$ cat config.mk
export PLATFORM = sky130hd
export DESIGN_NAME = serial_mode_ctl
export DESIGN_NICKNAME = d
export VERILOG_FILES = /design/src/rtl/serial_mode_pkg.sv /design/src/rtl/shift_ctl_if.sv /design/src/rtl/serial_shift_engine.sv /design/src/rtl/serial_mode_ctl.sv
export SDC_FILE = /design/constraint.sdc
export NUM_CORES = 1
export LEC_CHECK = 0
export BUFFER_PORTS_ARGS = -buffer_cell sky130_fd_sc_hd__buf_2
export CAP_MARGIN = 10
export CORE_ASPECT_RATIO = 0.8
export CORE_MARGIN = 2
export CORE_UTILIZATION = 35
export DETAILED_ROUTE_END_ITERATION = 12
export MAX_ROUTING_LAYER = met4
export PLACE_DENSITY = 0.62
export REMOVE_ABC_BUFFERS = 1
export SYNTH_ARGS = -nofsm -noshare
export SYNTH_HDL_FRONTEND = slang
export SYNTH_HIERARCHICAL = 1
export SYNTH_SLANG_ARGS = --single-unit
$ cat constraint.sdc
create_clock -name aclk -period 2.7 [get_ports aclk]
set_input_delay 0.27 -clock aclk [delete_from_list [all_inputs] [get_ports aclk]]
set_output_delay 0.27 -clock aclk [all_outputs]
set_load 0.01 [all_outputs]
$ cat src/rtl/serial_mode_pkg.sv
// Purpose: constants, states and field decode for the serial bit-count and mode control block
// Assumes: 100 MHz aclk, AXI4-Lite register access with 32-bit data
// Notes:   shared by the register front end and the shift engine
//
// What this block does
// - length code 000 means 8 bits, else 1-7
// - clock-sync reads of count give remaining bits
// - count changes only when guard written 0
// - bit 4 ignores writes, reads as 1
// - wait bit adds two low transfer clocks
// - order bit 0 shifts most significant first
package serial_mode_pkg;

  // ****************************************************************
  // register map and field positions
  // ****************************************************************
  localparam int          ADDR_W        = 4;
  localparam logic [3:0]  ADDR_MODE_CTL = 4'h0;
  localparam logic [3:0]  ADDR_DATA     = 4'h4;
  localparam logic [3:0]  ADDR_FORMAT   = 4'h8;
  localparam int          CNT_LSB       = 0;
  localparam int          CNT_MSB       = 2;
  localparam int          GUARD_BIT     = 3;
  localparam int          SPARE_BIT     = 4;
  localparam int          RSVD_BIT      = 5;
  localparam int          WAIT_BIT      = 6;
  localparam int          ORDER_BIT     = 7;
  localparam int          TWO_WIRE_BIT  = 0;
  localparam int          ACK_BIT       = 1;
  localparam int          BUSY_BIT      = 8;
  localparam logic [2:0]  CNT_RESET     = 3'h0;
  localparam logic [7:0]  DATA_RESET    = 8'h00;
  localparam logic [1:0]  RESP_OKAY     = 2'h0;
  localparam logic [1:0]  RESP_SLVERR   = 2'h2;

  // ****************************************************************
  // timing
  // ****************************************************************
  localparam int          CLK_PERIOD_NS = 10;
  localparam int          HALF_BIT_NS   = 40;
  localparam int          HALF_CYCLES   = (HALF_BIT_NS + CLK_PERIOD_NS - 1) / CLK_PERIOD_NS;
  localparam int          WAIT_CLOCKS   = 2;
  localparam int          WAIT_HALVES   = 2 * WAIT_CLOCKS;
  localparam logic [3:0]  FULL_FRAME    = 4'h8;

  // ****************************************************************
  // shift engine states
  // ****************************************************************
  typedef enum logic [5:0] {
    ST_IDLE     = 6'b00_0001,
    ST_LOW      = 6'b00_0010,
    ST_HIGH     = 6'b00_0100,
    ST_WAIT     = 6'b00_1000,
    ST_ACK_LOW  = 6'b01_0000,
    ST_ACK_HIGH = 6'b10_0000
  } shift_state_t;

  // frame length in bits from the 3-bit length code
  function automatic logic [3:0] frame_len(input logic [2:0] code);
    frame_len = (code == 3'h0) ? FULL_FRAME : {1'b0, code};
  endfunction

endpackage

$ cat src/rtl/shift_ctl_if.sv
// Purpose: carrier between register front end and shift engine
// Assumes: both ends on aclk
// Notes:   start is a one-cycle pulse
`timescale 1ns/10ps
interface shift_ctl_if;
  logic       start;
  logic [2:0] len_code;
  logic       wait_en;
  logic       lsb_first;
  logic       two_wire;
  logic [7:0] tx_byte;
  logic       busy;
  logic [3:0] remaining;
  logic [7:0] rx_byte;
  logic       ack_bit;

  modport regs (output start, len_code, wait_en, lsb_first, two_wire, tx_byte,
                input  busy, remaining, rx_byte, ack_bit);
  modport engine (input  start, len_code, wait_en, lsb_first, two_wire, tx_byte,
                  output busy, remaining, rx_byte, ack_bit);
endinterface

$ cat src/rtl/serial_shift_engine.sv
// Purpose: shifts one frame on the serial clock and data lines
// Assumes: start only taken while idle
// Notes:   data pin is open-drain style, enable low while driving
`timescale 1ns/10ps
module serial_shift_engine
  import serial_mode_pkg::*;
#(
  parameter int HALF = HALF_CYCLES
) (
  input  wire logic   aclk,
  input  wire logic   aresetn,
  shift_ctl_if.engine ctl,
  output logic        serial_clk_q,
  output logic        data_out_q,
  output logic        data_oe_n_q,
  input  wire logic   data_in
);

  shift_state_t state_q, state_d;
  logic [7:0]   div_q, div_d;
  logic [3:0]   bits_q, bits_d;
  logic [2:0]   wcnt_q, wcnt_d;
  logic [7:0]   sh_q, sh_d;
  logic         order_q, order_d;
  logic         sclk_d, sdo_d, oe_n_d, ack_q, ack_d;
  logic         tick;
  logic [7:0]   sh_in, first_load;
  logic [3:0]   len;

  assign tick = (div_q == 8'(HALF - 1));
  assign len  = frame_len(ctl.len_code);
  assign ctl.busy      = (state_q != ST_IDLE);
  assign ctl.remaining = bits_q;
  assign ctl.rx_byte   = sh_q;
  assign ctl.ack_bit   = ack_q;

  // ****************************************************************
  // next-state logic
  // ****************************************************************
  always_comb begin
    state_d = state_q;
    div_d   = tick ? 8'h00 : div_q + 8'h01;
    bits_d  = bits_q;
    wcnt_d  = wcnt_q;
    sh_d    = sh_q;
    order_d = order_q;
    sclk_d  = serial_clk_q;
    sdo_d   = data_out_q;
    oe_n_d  = data_oe_n_q;
    ack_d   = ack_q;
    first_load = ctl.tx_byte << (4'h8 - len); // msb-first short frames start at bit len-1
    sh_in   = order_q ? {data_in, sh_q[7:1]} : {sh_q[6:0], data_in};
    unique case (state_q)
      ST_IDLE: begin
        div_d  = 8'h00;
        sclk_d = 1'b1;
        oe_n_d = 1'b1;
        if (ctl.start) begin
          state_d = ST_LOW;
          bits_d  = len;
          order_d = ctl.lsb_first;
          sh_d    = ctl.lsb_first ? ctl.tx_byte : first_load;
          sdo_d   = ctl.lsb_first ? ctl.tx_byte[0] : first_load[7];
          sclk_d  = 1'b0;
          oe_n_d  = 1'b0;
        end
      end
      ST_LOW: begin
        if (tick) begin
          state_d = ST_HIGH;
          sclk_d  = 1'b1;
        end
      end
      ST_HIGH: begin
        if (tick) begin
          sh_d   = sh_in;
          bits_d = bits_q - 4'h1;
          sclk_d = 1'b0;
          sdo_d  = order_q ? sh_in[0] : sh_in[7];
          if (bits_q == 4'h1) begin
            wcnt_d = 3'(WAIT_HALVES - 1);
            if (ctl.wait_en) begin
              state_d = ST_WAIT;
            end else if (ctl.two_wire) begin
              state_d = ST_ACK_LOW;
              oe_n_d  = 1'b1;
            end else begin
              state_d = ST_IDLE;
            end
          end else begin
            state_d = ST_LOW;
          end
        end
      end
      ST_WAIT: begin
        if (tick) begin
          wcnt_d = wcnt_q - 3'h1;
          if (wcnt_q == 3'h0) begin
            state_d = ctl.two_wire ? ST_ACK_LOW : ST_IDLE;
            oe_n_d  = 1'b1;
          end
        end
      end
      ST_ACK_LOW: begin
        if (tick) begin
          state_d = ST_ACK_HIGH;
          sclk_d  = 1'b1;
        end
      end
      ST_ACK_HIGH: begin
        if (tick) begin
          state_d = ST_IDLE;
          ack_d   = data_in;
        end
      end
      default: state_d = ST_IDLE;
    endcase
  end

  // ****************************************************************
  // state registers
  // ****************************************************************
  always_ff @(posedge aclk) begin
    if (!aresetn) begin
      state_q      <= ST_IDLE;
      div_q        <= 8'h00;
      bits_q       <= 4'h0;
      wcnt_q       <= 3'h0;
      sh_q         <= DATA_RESET;
      order_q      <= 1'b0;
      serial_clk_q <= 1'b1;
      data_out_q   <= 1'b1;
      data_oe_n_q  <= 1'b1;
      ack_q        <= 1'b1;
    end else begin
      state_q      <= state_d;
      div_q        <= div_d;
      bits_q       <= bits_d;
      wcnt_q       <= wcnt_d;
      sh_q         <= sh_d;
      order_q      <= order_d;
      serial_clk_q <= sclk_d;
      data_out_q   <= sdo_d;
      data_oe_n_q  <= oe_n_d;
      ack_q        <= ack_d;
    end
  end

  // ****************************************************************
  // checks
  // ****************************************************************
  logic [7:0] wait_run_q;
  always_ff @(posedge aclk) begin
    if (!aresetn || state_q != ST_WAIT) wait_run_q <= 8'h00;
    else wait_run_q <= wait_run_q + 8'h01;
  end
endmodule

$ cat src/rtl/serial_mode_ctl.sv
// Purpose: AXI4-Lite register front end for the serial bit-count and mode control
// Assumes: one write and one read outstanding at most
// Notes:   only byte lane 0 carries written register bits; format reads also return busy in bit 8
//
// Design decisions made here: the placing of the registers and the AXI4-Lite slave port.
`timescale 1ns/10ps
module serial_mode_ctl
  import serial_mode_pkg::*;
#(
  parameter int HALF = HALF_CYCLES
) (
  input  wire logic              aclk,
  input  wire logic              aresetn,
  input  wire logic [ADDR_W-1:0] s_axi_awaddr,
  input  wire logic              s_axi_awvalid,
  output logic                   s_axi_awready,
  input  wire logic [31:0]       s_axi_wdata,
  input  wire logic [3:0]        s_axi_wstrb,
  input  wire logic              s_axi_wvalid,
  output logic                   s_axi_wready,
  output logic [1:0]             s_axi_bresp,
  output logic                   s_axi_bvalid,
  input  wire logic              s_axi_bready,
  input  wire logic [ADDR_W-1:0] s_axi_araddr,
  input  wire logic              s_axi_arvalid,
  output logic                   s_axi_arready,
  output logic [31:0]            s_axi_rdata,
  output logic [1:0]             s_axi_rresp,
  output logic                   s_axi_rvalid,
  input  wire logic              s_axi_rready,
  output logic                   serial_clk,
  output logic                   serial_data_o,
  output logic                   serial_data_oe_n,
  input  wire logic              serial_data_i
);

  shift_ctl_if ctl ();

  // register select codes
  localparam logic [1:0] SEL_CTL  = 2'h0;
  localparam logic [1:0] SEL_DATA = 2'h1;
  localparam logic [1:0] SEL_FMT  = 2'h2;
  localparam logic [1:0] SEL_NONE = 2'h3;

  // address decode shared by read and write paths
  function automatic logic [1:0] reg_sel(input logic [ADDR_W-1:0] a);
    unique case (a)
      ADDR_MODE_CTL: reg_sel = SEL_CTL;
      ADDR_DATA:     reg_sel = SEL_DATA;
      ADDR_FORMAT:   reg_sel = SEL_FMT;
      default:       reg_sel = SEL_NONE;
    endcase
  endfunction

  // ****************************************************************
  // bus channel state
  // ****************************************************************
  logic              awready_q, awready_d, wready_q, wready_d;
  logic              aw_have_q, aw_have_d, w_have_q, w_have_d;
  logic [ADDR_W-1:0] awaddr_q, awaddr_d;
  logic [31:0]       wdata_q, wdata_d;
  logic [3:0]        wstrb_q, wstrb_d;
  logic              bvalid_q, bvalid_d, arready_q, arready_d, rvalid_q, rvalid_d;
  logic [1:0]        bresp_q, bresp_d, rresp_q, rresp_d;
  logic [31:0]       rdata_q, rdata_d;
  logic              aw_take, w_take, ar_take, do_wr;

  // ****************************************************************
  // control registers
  // ****************************************************************
  logic [2:0] cnt_q, cnt_d;
  logic       wait_q, wait_d, order_q, order_d, two_wire_q, two_wire_d;
  logic [7:0] tx_q, tx_d;
  logic       start_q, start_d;
  logic [7:0] ctl_view;

  assign aw_take = s_axi_awvalid && awready_q;
  assign w_take  = s_axi_wvalid && wready_q;
  assign ar_take = s_axi_arvalid && arready_q;
  assign do_wr   = aw_have_q && w_have_q && !bvalid_q;

  assign ctl.start     = start_q;
  assign ctl.len_code  = cnt_q;
  assign ctl.wait_en   = wait_q;
  assign ctl.lsb_first = order_q;
  assign ctl.two_wire  = two_wire_q;
  assign ctl.tx_byte   = tx_q;

  // readback view: guard and spare read 1, reserved reads 0
  always_comb begin
    ctl_view                   = 8'h00;
    ctl_view[CNT_MSB:CNT_LSB]  = two_wire_q ? cnt_q : ctl.remaining[2:0];
    ctl_view[GUARD_BIT]        = 1'b1;
    ctl_view[SPARE_BIT]        = 1'b1;
    ctl_view[RSVD_BIT]         = 1'b0;
    ctl_view[WAIT_BIT]         = wait_q;
    ctl_view[ORDER_BIT]        = order_q;
  end

  // write channel handshakes and register updates
  always_comb begin
    aw_have_d  = aw_have_q || aw_take;
    w_have_d   = w_have_q || w_take;
    awaddr_d   = aw_take ? s_axi_awaddr : awaddr_q;
    wdata_d    = w_take ? s_axi_wdata : wdata_q;
    wstrb_d    = w_take ? s_axi_wstrb : wstrb_q;
    bvalid_d   = bvalid_q && !s_axi_bready;
    bresp_d    = bresp_q;
    cnt_d      = cnt_q;
    wait_d     = wait_q;
    order_d    = order_q;
    two_wire_d = two_wire_q;
    tx_d       = tx_q;
    start_d    = 1'b0;
    if (do_wr) begin
      aw_have_d = 1'b0;
      w_have_d  = 1'b0;
      bvalid_d  = 1'b1;
      bresp_d   = (reg_sel(awaddr_q) == SEL_NONE) ? RESP_SLVERR : RESP_OKAY;
      if (wstrb_q[0]) begin
        unique case (reg_sel(awaddr_q))
          SEL_CTL: begin
            if (!wdata_q[GUARD_BIT]) cnt_d = wdata_q[CNT_MSB:CNT_LSB];
            wait_d  = wdata_q[WAIT_BIT];
            order_d = wdata_q[ORDER_BIT];
          end
          SEL_DATA: begin
            if (!ctl.busy) begin
              tx_d    = wdata_q[7:0];
              start_d = 1'b1;
            end
          end
          SEL_FMT:  two_wire_d = wdata_q[TWO_WIRE_BIT];
          SEL_NONE: bresp_d = RESP_SLVERR;
        endcase
      end
    end
    awready_d = !aw_have_d && !bvalid_d;
    wready_d  = !w_have_d && !bvalid_d;
  end

  // read channel: answer one cycle after the address is taken
  always_comb begin
    rvalid_d = rvalid_q && !s_axi_rready;
    rdata_d  = rdata_q;
    rresp_d  = rresp_q;
    if (ar_take) begin
      rvalid_d = 1'b1;
      rresp_d  = RESP_OKAY;
      unique case (reg_sel(s_axi_araddr))
        SEL_CTL:  rdata_d = {24'h00_0000, ctl_view};
        SEL_DATA: rdata_d = {24'h00_0000, ctl.rx_byte};
        SEL_FMT:  rdata_d = {23'h00_0000, ctl.busy, 6'h00, ctl.ack_bit, two_wire_q};
        SEL_NONE: begin
          rdata_d = 32'h0000_0000;
          rresp_d = RESP_SLVERR;
        end
      endcase
    end
    arready_d = !rvalid_d;
  end

  // ****************************************************************
  // registers
  // ****************************************************************
  always_ff @(posedge aclk) begin
    if (!aresetn) begin
      awready_q  <= 1'b0;
      wready_q   <= 1'b0;
      aw_have_q  <= 1'b0;
      w_have_q   <= 1'b0;
      awaddr_q   <= '0;
      wdata_q    <= 32'h0000_0000;
      wstrb_q    <= 4'h0;
      bvalid_q   <= 1'b0;
      bresp_q    <= RESP_OKAY;
      arready_q  <= 1'b0;
      rvalid_q   <= 1'b0;
      rdata_q    <= 32'h0000_0000;
      rresp_q    <= RESP_OKAY;
      cnt_q      <= CNT_RESET;
      wait_q     <= 1'b0;
      order_q    <= 1'b0;
      two_wire_q <= 1'b0;
      tx_q       <= DATA_RESET;
      start_q    <= 1'b0;
    end else begin
      awready_q  <= awready_d;
      wready_q   <= wready_d;
      aw_have_q  <= aw_have_d;
      w_have_q   <= w_have_d;
      awaddr_q   <= awaddr_d;
      wdata_q    <= wdata_d;
      wstrb_q    <= wstrb_d;
      bvalid_q   <= bvalid_d;
      bresp_q    <= bresp_d;
      arready_q  <= arready_d;
      rvalid_q   <= rvalid_d;
      rdata_q    <= rdata_d;
      rresp_q    <= rresp_d;
      cnt_q      <= cnt_d;
      wait_q     <= wait_d;
      order_q    <= order_d;
      two_wire_q <= two_wire_d;
      tx_q       <= tx_d;
      start_q    <= start_d;
    end
  end

  assign s_axi_awready = awready_q;
  assign s_axi_wready  = wready_q;
  assign s_axi_bvalid  = bvalid_q;
  assign s_axi_bresp   = bresp_q;
  assign s_axi_arready = arready_q;
  assign s_axi_rvalid  = rvalid_q;
  assign s_axi_rdata   = rdata_q;
  assign s_axi_rresp   = rresp_q;

  // ****************************************************************
  // shift engine
  // ****************************************************************
  serial_shift_engine #(
    .HALF (HALF)
  ) u_engine (
    .aclk         (aclk),
    .aresetn      (aresetn),
    .ctl          (ctl.engine),
    .serial_clk_q (serial_clk),
    .data_out_q   (serial_data_o),
    .data_oe_n_q  (serial_data_oe_n),
    .data_in      (serial_data_i)
  );
endmodule

## Yosys cells after proc, flatten, opt, wreduce, memory -nomap -nowiden

Index checks and enable logic that the tools add are counted.

| cells by class | value |
|---|---|
| $add $sub $neg | 4 |
| equal/unequal tests | 31 |
| shifts and indexed selects | 1 |
| mux-type cells | 57 |
| bitwise logic cells | 3 |
| reduce and logical (&&, ||, !) cells | 42 |

Operators with widths:

| cell | number |
|---|---|
| one-hot mux 32 bit (4 select lines) | 1 |
| 2-to-1 mux 6 bit | 9 |
| one-hot mux 6 bit (6 select lines) | 1 |
| 2-to-1 mux 8 bit | 4 |
| 2-to-1 mux 1 bit | 18 |
| 2-to-1 mux 2 bit | 8 |
| != test 2 x 1 -> 1 bit, second input constant | 8 |
| one-hot mux 8 bit (2 select lines) | 1 |
| AND reduction 4 bit | 4 |
| AND reduction 7 bit | 2 |
| 2-to-1 mux 3 bit | 4 |
| 2-to-1 mux 4 bit | 3 |
| one-hot mux 2 bit (3 select lines) | 2 |
| AND reduction 3 bit | 4 |
| == test 2 bit, second input constant | 5 |
| logical AND 1 bit | 9 |
| adder 8 x 1 -> 8 bit, second input constant | 1 |
| == test 4 x 3 -> 1 bit, second input constant | 2 |
| == test 4 bit, second input constant | 2 |
| == test 8 x 2 -> 1 bit, second input constant | 1 |
| zero test 4 bit | 2 |
| one-hot mux 4 bit (2 select lines) | 1 |
| << shifter 8 x 4 -> 8 bit | 1 |
| zero test 1 bit | 7 |
| other kinds (26) | 38 |

| word-level totals | value |
|---|---|
| bits in registers | 105 |
| bits of input ports | 52 |
| output and inout bits | 44 |
| logic and storage cells | 167 |

## Longest topological paths before layout

Gate-level depths: netlist of the first run.

| depth | value |
|---|---|
| word-level depth | 7 |
| gate-level depth with buffers | 9 |
| depth with buffers taken out | 7 |

## Hierarchy

The synthesis of the first run kept the hierarchy.

By module, submodules not included:

| module | times used | cells an instance | area an instance (sq um) | seq. area each (sq um) |
|---|---|---|---|---|
| serial_shift_engine | 1 | 271 | 2230.9 | 680.7 |
| serial_mode_ctl | 1 | 240 | 2080.7 | 920.9 |

## Worst setup path after synthesis of the first run

No wires, ideal clock.

| timing path | value |
|---|---|
| path kind | reg-to-reg |
| from | register cnt_q[0] |
| to | register u_engine.sh_q[6], in the netlist u_engine/ctl.rx_byte[6] |
| library setup time | 0.137 ns |
| data arrival time | 2.060 ns |
| required time | 2.563 ns |
| setup slack | 0.504 ns |
| stages on the path, launching flop included | 9 |
| path buffers | 2 |
| clock period less this slack | 2.196 ns |
| cells stage by stage | dfxtp_1 buf_2 inv_1 ha_1 clkbuf_1 mux4_2 and2_1 a2111oi_0 o22ai_1 |

| between the ends | value |
|---|---|
| cells in the longest elaborated chain, start to end | 7 |

RTL lines:

| what | line | text |
|---|---|---|
| start: declaration | serial_mode_ctl.sv:71 | `logic [2:0] cnt_q, cnt_d;` |
| start signal: assignment | serial_mode_ctl.sv:201 | `cnt_q <= cnt_d;` |
| zero test 3 bit | serial_mode_pkg.sv:60 | `frame_len = (code == 3'h0) ? FULL_FRAME : {1'b0, code};` |
| 2-to-1 mux 4 bit * | serial_mode_pkg.sv:60 |  |
| subtractor 4 bit * | serial_shift_engine.sv:51 | `first_load = ctl.tx_byte << (4'h8 - len);` |
| << shifter 8 x 4 -> 8 bit * | serial_shift_engine.sv:51 |  |
| 2-to-1 mux 8 bit * | serial_shift_engine.sv:62 | `sh_d = ctl.lsb_first ? ctl.tx_byte : first_load;` |
| 2-to-1 mux 8 bit * | serial_shift_engine.sv:58 | `if (ctl.start) begin` |
| one-hot mux 8 bit (2 select lines) * | serial_shift_engine.sv:53 | `unique case (state_q)` |
| end signal: assignment | serial_shift_engine.sv:129 | `sh_q <= DATA_RESET;` |
| end signal: assignment | serial_shift_engine.sv:140 | `sh_q <= sh_d;` |
| end: declaration | serial_shift_engine.sv:23 | `logic [7:0] sh_q, sh_d;` |

Every way passes the cells marked *; elsewhere a longest branch is shown, timed or not. The select of a mux whose other input is x is not followed.
A chain may end at the register's enable or synchronous reset.

## Worst setup path after layout of the first run

| timing path | value |
|---|---|
| from | register u_engine.state_q[2] |
| to | register u_engine.state_q[1] |

| between the ends | value |
|---|---|
| cells in the longest elaborated chain, start to end | 3 |
| elaborated cells on any way between the ends | 15 |
| those cells by class | 13 x eq/ne; 1 x mux; 1 x reduce/logical |

RTL lines:

| what | line | text |
|---|---|---|
| start: declaration | serial_shift_engine.sv:19 | `shift_state_t state_q, state_d;` |
| start signal: assignment | serial_shift_engine.sv:136 | `state_q <= state_d;` |
| == test 6 bit, or another cell as far along | serial_shift_engine.sv:53 |  |
| != test 2 x 1 -> 1 bit (no source line) or != test 2 bit (tied branches) | - |  |
| AND reduction 7 bit (no source line) | - |  |

Parallel ways exist; a longest one is shown, timed or not.

==> metrics.md, run 1 <==
| Metric | Value |
|---|---|
| Synth Register Bits | 80 |
| Routed length on met1 | between 4 and 5 mm |
| Layout cells sized above 1 | 16.2% |
| Count of cell types in the netlist | 67 |
| Grt total ovfl | 0 |
| Dpl cells | 684 |
| Post-Syn Instances | 511 |
| H-Tree Depth | 3 |
| # Post-CTS Setup Buffers | 0 |
| CTS buffer count | 9 |
| Internal Power | 2.00 mW |
| # resized after CTS | 0 |
| Yosys Warn Count | 6 |
| Routability cong. | 0.955 |
| Flop pwr share | 44.7% |
| CTS tree | built |
| Core Region | 12,100 sq um |
| DRT antenna net count | 0 |
| Clock power frac | 42.8% |
| Vias per inst | 5.22 |
| Vias | about 3.7k |
| Area contributors post-synth | dfxtp_1 (37%), nand2_1 (6.7%), mux2i_1 (6.0%), a21oi_1 (5.3%), buf_4 (5.0%) |
| Highest Clock Rate | 0.435 GHz |
| Setup WS post-layout | between 0.4 and 0.5 ns |
| Worst path max stage delay | 0.61 ns |
| Crit. End Element | flip-flop |
| Largest net degree at the start of global routing | 26 |
| Worst Path Arrival | 2.53 ns |
| Min Clock Period, post-route | about 2.3 ns |
| Setup_tns | 0 ns |
| CP max FO | 9 |
| Sequential area share after synthesis | 37.1% |
| Max clock buf depth | 2 |
| Xor/xnor cell area share of the yosys netlist | about 2.0% |
| Cell with the largest stage delay on the worst path | a311oi_1 |
| Non-Filler Instances | 700 |
| Compound-cell area share of the yosys netlist | between 10% and 20% |
| Yosys top cell area share | between 30% and 40% |
| Pleak | 1.68 nW |
| Pwr dens | 589 nW/um^2 |
| Antenna violations before repair | 0 |
| Clock transition at the registers of the reported paths | 0.07 ns |
| First-pass GRT wire length | 16.6 mm |
| Die Y | 103 um |
| Max Cap Viol | 0 |
| WS Path Type | flip-flop to flip-flop |
| Standard-cell rows | 36 |
| Area leader, netlist | dfxtp_1 |
| CP bufs+invs | 0 |
| Synth Cell Area | approximately 4300 sq um |
| Most used DFF post-synth | dfxtp_1 |
| RSZ-0062 raised after global routing | false |
| HPWL Detailed | 7.12 mm |
| Hold WC Path Type | primary input to flip-flop |
| Top routing layer in use | met4 |
| Synth Area in Simple Gates | 23.1% |
| # IOs | 96 |
| Cell family with the largest share of critical-path delay | compound AO/OA/AOI/OAI gates |
| Max VDD drop | 0.343 mV |
| Sw frac | 29.6% |
| Most frequent cell after synthesis | dfxtp_1 |
| Mux share of post-synthesis cell area | 8.91% |
| Slew @ Worst Pin | 0.667 ns |
| Final worst-path cycle share | 85.1% |
| # hold bufs at CTS | 0 |
| Comb power frac | around an eighth |
| All-Layer GR Usage | 16.1% |
| CP startpoint kind | flip-flop |
| 1st-iter DRT viols | 217 |
| Slew Limit Fails | 0 |
| Pre-CTS WS | 0.463 ns |
| Switching power | 840 uW |
| Largest family of logic cells by synthesized area | simple AND/OR/NAND/NOR gates |
| Clk_lat worst skew | 0.34 ns |
| Fin nets | 601 |
| Quantity of I/O buffers inserted on ports | 43 |
| Die W | 128 um |
| EDFF count, synth | 0 |
| Clock Tree Root | clkbuf_16 |
| Number of global-route vias before repair | 3,346 |
| Adder-Cell Fraction of Synth Area | 1.74% |
| Area of the die | around 13,000 sq um |
| Routed WL | ~9.9 mm |
| Setup-failing EPs final | 0 |
| Worst EP required | 2.93 ns |
| Asr flop ratio synth | 0% |
| Drt pass-1 iters | 5 |
| Syn avg cell area | 8.44 sq um |
| DR WL met2 | 4.56 mm |
| Skew final | 0.00929 ns |
| Routed len/inst | 14.1 um |
| Slew HR | 55.2% |
| Starting Density | 35.6% |
| N_diodes | 0 |
| Fin. Hold Viols | 0 |
| Most instantiated cells after synthesis | dfxtp_1 (80), nand2_1 (77), a21oi_1 (46) |
| # clock sinks | 80 |
| DRC Markers | 0 |
| Final instance area | 4820 sq um |
| Outcome | finished, final reports clean |
| P&R area growth vs syn | 11.7% |
| Dpl cell area | 4530 sq um |
| Crit path cell chain | nor4b_4, or2b_1, a311oi_1, nor3_1, o221a_2 |
| Met3 WL | 444 um |
## state kept, by name, summed over array words and instances, names as in the netlist, 4 cells and up
signal                  cells
s_axi_rdata                 9
ctl.tx_byte                 8
wdata_q                     8
u_engine/ctl.remaining      4
u_engine/div_q              8
u_engine/state_q            6
awaddr_q                    4
u_engine/ctl.rx_byte        8
## through the flow
stage	total power, mW	utilization (%)	hold WS (ns)
3_5_place_dp	1.64	37.4	0.442
4_1_cts	2.86	39.8	0.147
5_1_grt	2.95	39.8	0.164
3_3_place_gp	1.63	37.4	0.431
2_1_floorplan	1.52	-	0.332
6_report	2.84	39.8	0.157
## power by group through the flow
stage / combinational (mW) / clock (mW) / sequential (mW)
after global routing: 0.391 / 1.28 / 1.28
after CTS: 0.348 / 1.24 / 1.27
after global placement: 0.339 / 0 / 1.29
after detailed placement: 0.346 / 0 / 1.30
after floorplan: 0.231 / 0 / 1.29
final: 0.353 / 1.21 / 1.27
## kinds of logic (layout without fill, tap and decap cells)
family          after synthesis  count (layout)
other cells                   1              25
fa+ha+maj                     6               6
mux                          34              34
simple gates                193             193
buf+inv                      71              84
flops                        80              80
xor+xnor                     10              10
compound gates              116             116
## layout make-up
type | count | area [sq um]
timing repair buffer | 52 | 283
tap | 152 | 190
clock inverter | 7 | 66.3
inverter | 16 | 60.1
multi-input combinational | 384 | 2390
fill | 1236 | 7300
sequential | 80 | 1600
clock buffer | 9 | 225
## final timing paths
path / from / end / slack (ns) / cells after the start
worst min register to register: s_axi_rdata[8]$_SDFFE_PN0P_ / s_axi_rdata[8]$_SDFFE_PN0P_ / 0.45 / 2
worst max-delay path: u_engine/state_q[2]$_SDFFE_PN0P_ / u_engine/state_q[1]$_SDFFE_PN0P_ / 0.40 / 5
worst max register to register: u_engine/state_q[2]$_SDFFE_PN0P_ / u_engine/state_q[1]$_SDFFE_PN0P_ / 0.40 / 5
worst min-delay path: s_axi_wdata[5] / wdata_q[5]$_SDFFE_PN0P_ / 0.16 / 3
## layer usage
layer	up-vias	global-route usage, %
li1	1835	-
met1	1712	20.7
met2	95	25.8
met3	13	3.40
met4	0	4.56
met5	-	-
## cell usage in the layout (no fill, tap or decap), drive strengths merged, types with 3 or more instances in the layout
cell type,instances
dfxtp,80
nand2,77
buf,52
a21oi,46
nor2,32
mux2i,26
conb,25
inv,23
nand3,18
o21ai,17
nand2b,12
nor3,10
clkbuf,9
and3,8
nand3b,8
and2,7
o211ai,7
ha,6
a2111oi,5
mux2,5
xor2,5
a31oi,5
xnor2,5
o21a,4
a21o,4
nor3b,3
a311oi,3
o311ai,3
mux4,3
or4b,3
nor4b,3
nor4,3
## worst register-to-register path, cell delays in order, from the launching register on
cell      delay (ns)
dfxtp_1         0.50
nor4b_4         0.39
or2b_1          0.27
a311oi_1        0.61
nor3_1          0.15
o221a_2         0.27
No activity file was read; power rests on OpenSTA's default activity.
==> inputs of run 2 (changes only) <==
CORE_ASPECT_RATIO = not set   (was 0.8)
SYNTH_HIERARCHICAL = not set   (was 1)
==> run 2 against run 1 <==
Effect of this change:
- combinational power grew 11%
- final cell count shrank 1.7%
- clock-buffer cell count up 1
- global-route usage hardly changed
- maximum frequency shrank 0.49%
- via count fell by 0.44%
- die area decreased by 1.2%
- first-iteration DRC count increased by 21%
- flip-flop and latch count stayed put
- critical path type unchanged
- critical endpoint is now u_engine.ctl.rx_byte[7]$_SDFFE_PN0P_
==> metrics.md, run 2 <==
| Metric | Value |
|---|---|
| Synth Area in Simple Gates | 22.1% |
| CP max FO | 6 |
| Max clock buf depth | 2 |
| Post-Syn Instances | about 510 |
| Hold Path Depth | 3 |
| Min Clock Period, post-route | approximately 2.3 ns |
| CP bufs+invs | 1 |
| Quantity of I/O buffers inserted on ports | 43 |
| All-Layer GR Usage | between 10% and 20% |
| EDFF count, synth | 0 |
| Setup_tns | 0 ns |
| Clock transition at the registers of the reported paths | 0.06 ns |
| Worst Path Arrival | around 2.5 ns |
| Cell family with the largest share of critical-path delay | compound AO/OA/AOI/OAI gates |
| Routed len/inst | 14.0 um |
| Crit. End Element | flip-flop |
| Synth Register Bits | 80 |
| DRT antenna net count | 0 |
| Fin nets | about 600 |
| First-pass GRT wire length | 16.4 mm |
| Slew HR | about 49% |
| Skew final | about 0.0060 ns |
| R2r setup slk | 0.39 ns |
| Synth Cell Area | 4260 sq um |
| P&R area growth vs syn | 11.9% |
| # Post-CTS Setup Buffers | 0 |
| Area contributors post-synth | dfxtp_1 (38%), mux2i_1 (8.5%), a21oi_1 (4.9%), buf_4 (4.6%), nor2_1 (4.5%) |
| Fill count | 1,192 |
| Crit path depth | 8 |
| Starting Density | 35.6% |
| Mux share of post-synthesis cell area | approximately 10% |
| Fin. Hold Viols | 0 |
| Setup-failing EPs final | 0 |
| Routed WL | 9.62 mm |
| Hold WC Path Type | primary input to flip-flop |
| Worst EP required | 2.92 ns |
| Antenna violations before repair | 0 |
| H-Tree Depth | 3 |
| Crit path cell chain | inv_1, ha_1, ha_1, nand2b_1, mux2i_1, o22ai_1, o21ai_0, a2111oi_1 |
| Number of flip-flops under the largest register name | 9 |
| Yosys top cell area share | a little under two fifths |
| CTS buffer count | 9 |
| Pwr dens | 612 nW/um^2 |
| Highest Clock Rate | 0.433 GHz |
| Max Cap Viol | 0 |
| Yosys Warn Count | 0 |
| Most used DFF post-synth | dfxtp_1 |
| RSZ-0062 raised after global routing | false |
| # IOs | 96 |
| Standard-cell rows | 40 |
| Asr flop ratio synth | 0% |
| Layout cells sized above 1 | between 10 and 15% |
| Cells on worst reg2reg path | 8 |
| Compound-cell area share of the yosys netlist | 17.4% |
| WS Path Type | flip-flop to flip-flop |
| Area leader, netlist | dfxtp_1 |
| Critical R2R Capture | u_engine.ctl.rx_byte[7]$_SDFFE_PN0P_ |
| Most frequent cell after synthesis | dfxtp_1 |
| Vias | between 3k and 4k |
| Vias per inst | between 5 and 6 |
| Adder-Cell Fraction of Synth Area | 2.06% |
| Syn avg cell area | 8.37 sq um |
| Cell mode on critical path | ha_1 |
| 1st-iter DRT viols | 263 |
| CTS tree | built |
| Largest family of logic cells by synthesized area | simple AND/OR/NAND/NOR gates |
| Number of global-route vias before repair | 3,286 |
| Die W | ~110 um |
| Outcome | finished, final reports clean |
| Worst hold slack | 0.160 ns |
| Pre-CTS WS | 0.426 ns |
| Most instantiated cells after synthesis | dfxtp_1 (80), nor2_1 (51), nand2_1 (45) |
| Grt total ovfl | 0 |
| Register area | 1600 sq um |
| HPWL Detailed | between 6 and 7 mm |
| Utilization after layout | around two fifths |
| Routability cong. | around 0.9 |
| CP startpoint kind | flip-flop |
| Drt pass-1 iters | 5 |
| Worst path max stage delay | 0.44 ns |
| # resized after CTS | 0 |
| Hold wc startpoint | s_axi_wdata[1] |
| Reg-to-reg startpoint | cnt_q[0]$_SDFFE_PN0P_ |
| Worst hold endpoint | wdata_q[1]$_SDFFE_PN0P_ |
| Final worst-path cycle share | 85.5% |
| Multi-input logic area | 2360 sq um |
| Area of the die | 13,100 sq um |
| GRT busiest layer | met2 |
| Clock Tree Root | clkbuf_16 |
| N_diodes | 0 |
| # clock sinks | 80 |
| GRT met2 Usage | between 20% and 30% |
| Count of cell types in the netlist | 64 |
| Die Y | 114 um |
| Most common cell after layout, fill and taps aside | dfxtp_1 |
| Core Region | about 12,000 sq um |
| Slew Limit Fails | 0 |
| Most frequent cells in the layout | dfxtp_1 (80), nor2_1 (51), nand2_1 (45) |
| Cell with the largest stage delay on the worst path | dfxtp_1 |
| Setup WS post-layout | 0.391 ns |
| Total power | 2.92 mW |
| DRC Markers | 0 |
| Largest net degree at the start of global routing | between 40 and 50 |
| Met1 usage | 21.9% |
| Xor/xnor cell area share of the yosys netlist | under 10% |
| Max VDD drop | 0.345 mV |
| Slew @ Worst Pin | between 0.7 and 0.8 ns |
| Clk_lat worst skew | between 0.3 and 0.4 ns |
| Sequential area share after synthesis | 37.6% |
| GR Layer Usage met3 | between 3 and 4% |
| # hold bufs at CTS | 0 |
| Pleak | roughly 1.7 nW |
==> run 2: cell types whose count changed after synthesis, moves of 6 or more <==
cell,previous run,this run
nand2_1,77,45
mux2i_1,26,36
o211ai_1,7,1
nor2_1,32,51
buf_2,3,9
o21ai_0,16,28
==> run 2: metrics by stage <==
| stage | std cells | cell area [sq um] |
|---|---|---|
| final | 688 | 4760 |
| after global routing | 688 | 4760 |
| after CTS | 688 | 4760 |
| after detailed placement | 672 | 4460 |
| after global placement | 672 | 4460 |
| after floorplan | 478 | 4020 |
==> run 2: worst max-delay path by stage <==
| stage | to | start |
|---|---|---|
| 4_1_cts | u_engine.ctl.rx_byte[2]$_SDFFE_PN0P_ | cnt_q[0]$_SDFFE_PN0P_ |
| 6_report | u_engine.ctl.rx_byte[7]$_SDFFE_PN0P_ | cnt_q[0]$_SDFFE_PN0P_ |
| 3_5_place_dp | u_engine.ctl.rx_byte[2]$_SDFFE_PN0P_ | cnt_q[0]$_SDFFE_PN0P_ |
| 2_1_floorplan | u_engine.ctl.rx_byte[6]$_SDFFE_PN0P_ | cnt_q[0]$_SDFFE_PN0P_ |
| 3_3_place_gp | u_engine.ctl.rx_byte[1]$_SDFFE_PN0P_ | cnt_q[0]$_SDFFE_PN0P_ |
| 5_1_grt | u_engine.ctl.rx_byte[7]$_SDFFE_PN0P_ | cnt_q[0]$_SDFFE_PN0P_ |
==> run 2: logic make-up after synthesis <==
kind of cell | count (synthesis)
fa+ha+maj | 7
simple gates | 185
flops | 80
other cells | 1
compound gates | 117
mux | 40
xor+xnor | 9
buf+inv | 70
==> run 2: power by group <==
group | switching [mW] | leakage (nW) | internal [mW]
clock | 0.512 | 0.146 | 0.731
sequential | 0.0593 | 0.648 | 1.22
combinational | 0.248 | 0.955 | 0.145
total | 0.819 | 1.75 | 2.10
==> run 2: layout make-up <==
type | count | share of cell area [%]
Clock buffer | 10 | 4.81
Clock inverter | 6 | 1.58
Inverter | 15 | 1.18
Multi-Input combinational cell | 383 | 49.6
Sequential cell | 80 | 33.6
Tap cell | 147 | 3.86
Timing Repair Buffer | 47 | 5.41
==> run 2: per-layer routing <==
| layer | vias to the layer above | wire length, um |
|---|---|---|
| met3 | 9 | 657 |
| met1 | 1692 | 4660 |
| met2 | 129 | 4180 |
| met4 | 0 | 117 |
| met5 | - | 0 |
| li1 | 1809 | - |
==> run 2: worst min-delay path: cells and delay by family <==
| family | cells | cell delay [ns] |
|---|---|---|
| buffers and inverters | 1 | 0.09 |
| AND/OR/NAND/NOR | 1 | 0.04 |
| AO/OA/AOI/OAI | 1 | 0.05 |
==> inputs of run 3 (changes only) <==
BUFFER_PORTS_ARGS = not set   (was -buffer_cell sky130_fd_sc_hd__buf_2)
DONT_BUFFER_PORTS = 1   (was not set)
PLACE_DENSITY = 0.55   (was 0.62)
==> run 3 against run 2 <==
Effect of this change:
- combinational power down 9.7%
- cell area decreased by 4.0%
- power rose by 1.6%
- die area did not move
- via count decreased by 7.0%
- maximum frequency is 1.4% lower
- global-route usage is 0.19 points higher
- flip-flop and latch count unchanged
- clock skew hardly changed
- non-clock buffer count shrank 41
- critical path type unchanged
==> metrics.md, run 3 (same netlist as run 2, synthesis figures left out) <==
| Metric | Value |
|---|---|
| # IOs | 96 |
| Worst hold slack | ~0.023 ns |
| All-Layer GR Usage | ~16% |
| Pleak | 1.58 nW |
| Pwr dens | 648 nW/um^2 |
| Drt pass-1 iters | 4 |
| WS Path Type | flip-flop to flip-flop |
| First-pass GRT wire length | 16.4 mm |
| # resized after CTS | 0 |
| Fill count | 1,228 |
| Hold WC Path Type | primary input to flip-flop |
| # clock sinks | 80 |
| Core Region | around 12,000 sq um |
| Routability cong. | roughly 0.87 |
| Critical Path End | u_engine.ctl.rx_byte[3]$_SDFFE_PN0P_ |
| Max VDD drop | 0.539 mV |
| Slew @ Worst Pin | 0.895 ns |
| Worst Path Arrival | 2.59 ns |
| CP startpoint kind | flip-flop |
| Max Cap Viol | 0 |
| P&R area growth vs syn | 7.40% |
| H-Tree Depth | 3 |
| Setup_tns | 0 ns |
| Max clock buf depth | 2 |
| Setup-failing EPs final | 0 |
| Number of global-route vias before repair | 3,234 |
| Multi-input logic area | 2360 sq um |
| Most common cell after layout, fill and taps aside | dfxtp_1 |
| Number of flip-flops under the largest register name | 9 |
| Worst EP required | 2.95 ns |
| Critical Path Start | cnt_q[0]$_SDFFE_PN0P_ |
| GRT met2 Usage | about a quarter |
| GRT busiest layer | met2 |
| Starting Density | roughly 36% |
| Critical R2R Capture | u_engine.ctl.rx_byte[3]$_SDFFE_PN0P_ |
| GR Layer Usage met3 | approximately 4.4% |
| 1st-iter DRT viols | 168 |
| Vias per inst | 5.23 |
| N_diodes | 0 |
| Clock Tree Root | clkbuf_16 |
| Cells on worst reg2reg path | 7 |
| Quantity of I/O buffers inserted on ports | 0 |
| Setup WS post-layout | roughly 0.36 ns |
| Die W | 114 um |
| Vias | 3,385 |
| Die Y | 114 um |
| # hold bufs at CTS | 0 |
| Fin. Hold Viols | 0 |
| Reg-to-reg startpoint | cnt_q[0]$_SDFFE_PN0P_ |
| Most frequent cells in the layout | dfxtp_1 (80), nor2_1 (51), nand2_1 (45) |
| CTS tree | built |
| Routed WL | 9.56 mm |
| DRC Markers | 0 |
| Clk_lat worst skew | 0.33 ns |
| Grt total ovfl | 0 |
| DRT antenna net count | 0 |
| Routed len/inst | 14.8 um |
| Slew Limit Fails | 0 |
| # Post-CTS Setup Buffers | 0 |
| Highest Clock Rate | ~0.43 GHz |
| Antenna violations before repair | 0 |
| Pre-CTS WS | 0.373 ns |
| Slew HR | slightly above 40% |
| R2r setup slk | 0.36 ns |
| Register area | 1600 sq um |
| CP max FO | 9 |
| Largest net degree at the start of global routing | 33 |
| Outcome | finished, final reports clean |
| Min Clock Period, post-route | 2.34 ns |
| RSZ-0062 raised after global routing | false |
| Fin nets | 554 |
| Met1 usage | a little over a fifth |
| CTS buffer count | 9 |
| Clock transition at the registers of the reported paths | 0.06 ns |
| Standard-cell rows | 40 |
| HPWL Detailed | 6.94 mm |
| Crit. End Element | flip-flop |
| Layout cells sized above 1 | 7.60% |
| Skew final | roughly 0.006 ns |
| Final worst-path cycle share | 86.7% |
| Area of the die | about 13,000 sq um |
-- run 3: cell count changes in the layout (fill, tap and decap cells not counted), sizes merged --
cell    change
bufinv      +1
buf        -41
clkbuf      -1
-- run 3: worst min-delay path by stage --
stage / start / slack (ns) / cells past startpoint / endpoint
after floorplan: aresetn / 0.34 / 1 / u_engine.data_oe_n_q$_SDFFE_PN1P_
after global placement: aresetn / 0.36 / 1 / u_engine.data_oe_n_q$_SDFFE_PN1P_
after detailed placement: aresetn / 0.36 / 1 / u_engine.data_oe_n_q$_SDFFE_PN1P_
after CTS: aresetn / 0.009 / 1 / u_engine.serial_clk_q$_SDFFE_PN1P_
after global routing: aresetn / 0.007 / 1 / u_engine.serial_clk_q$_SDFFE_PN1P_
final: aresetn / 0.02 / 1 / u_engine.data_oe_n_q$_SDFFE_PN1P_
-- run 3: cell type report --
| class | instances | share of cell area, % |
|---|---|---|
| Multi-Input combinational cell | 383 | 51.6 |
| Sequential cell | 80 | 35.0 |
| Clock inverter | 7 | 2.22 |
| Timing Repair Buffer | 6 | 0.985 |
| Inverter | 15 | 1.23 |
| Clock buffer | 9 | 4.92 |
| Tap cell | 147 | 4.02 |
-- run 3: per-stage QoR --
step / power [mW] / util (%) / area, sq um / instances
CTS: 3.00 / 38.2 / 4570 / 647
detailed placement: 1.67 / 35.5 / 4250 / 631
floorplan: 1.58 / - / 4020 / 478
global route: 3.11 / 38.2 / 4570 / 647
finish: 2.96 / 38.2 / 4570 / 647
global placement: 1.66 / 35.5 / 4250 / 631
-- run 3: critical path, cell delays in order (launching register included) --
cell and delay [ns]:
dfxtp_1 0.42, inv_1 0.07, ha_1 0.19, ha_1 0.40, nor3_1 0.50, a221oi_1 0.22, a211o_1 0.32, a21oi_1 0.14
-- run 3: layer usage --
layer	vias to the layer above	share of wire, %
met5	-	0
li1	1720	-
met1	1569	48
met2	94	46
met3	2	5.6
met4	0	0.32
-- run 3: where the power goes --
| part | switching (mW) | internal, mW | total, mW |
|---|---|---|---|
| combinational | 0.228 | 0.127 | 0.355 |
| sequential | 0.0648 | 1.22 | 1.29 |
| clock | 0.500 | 0.821 | 1.32 |
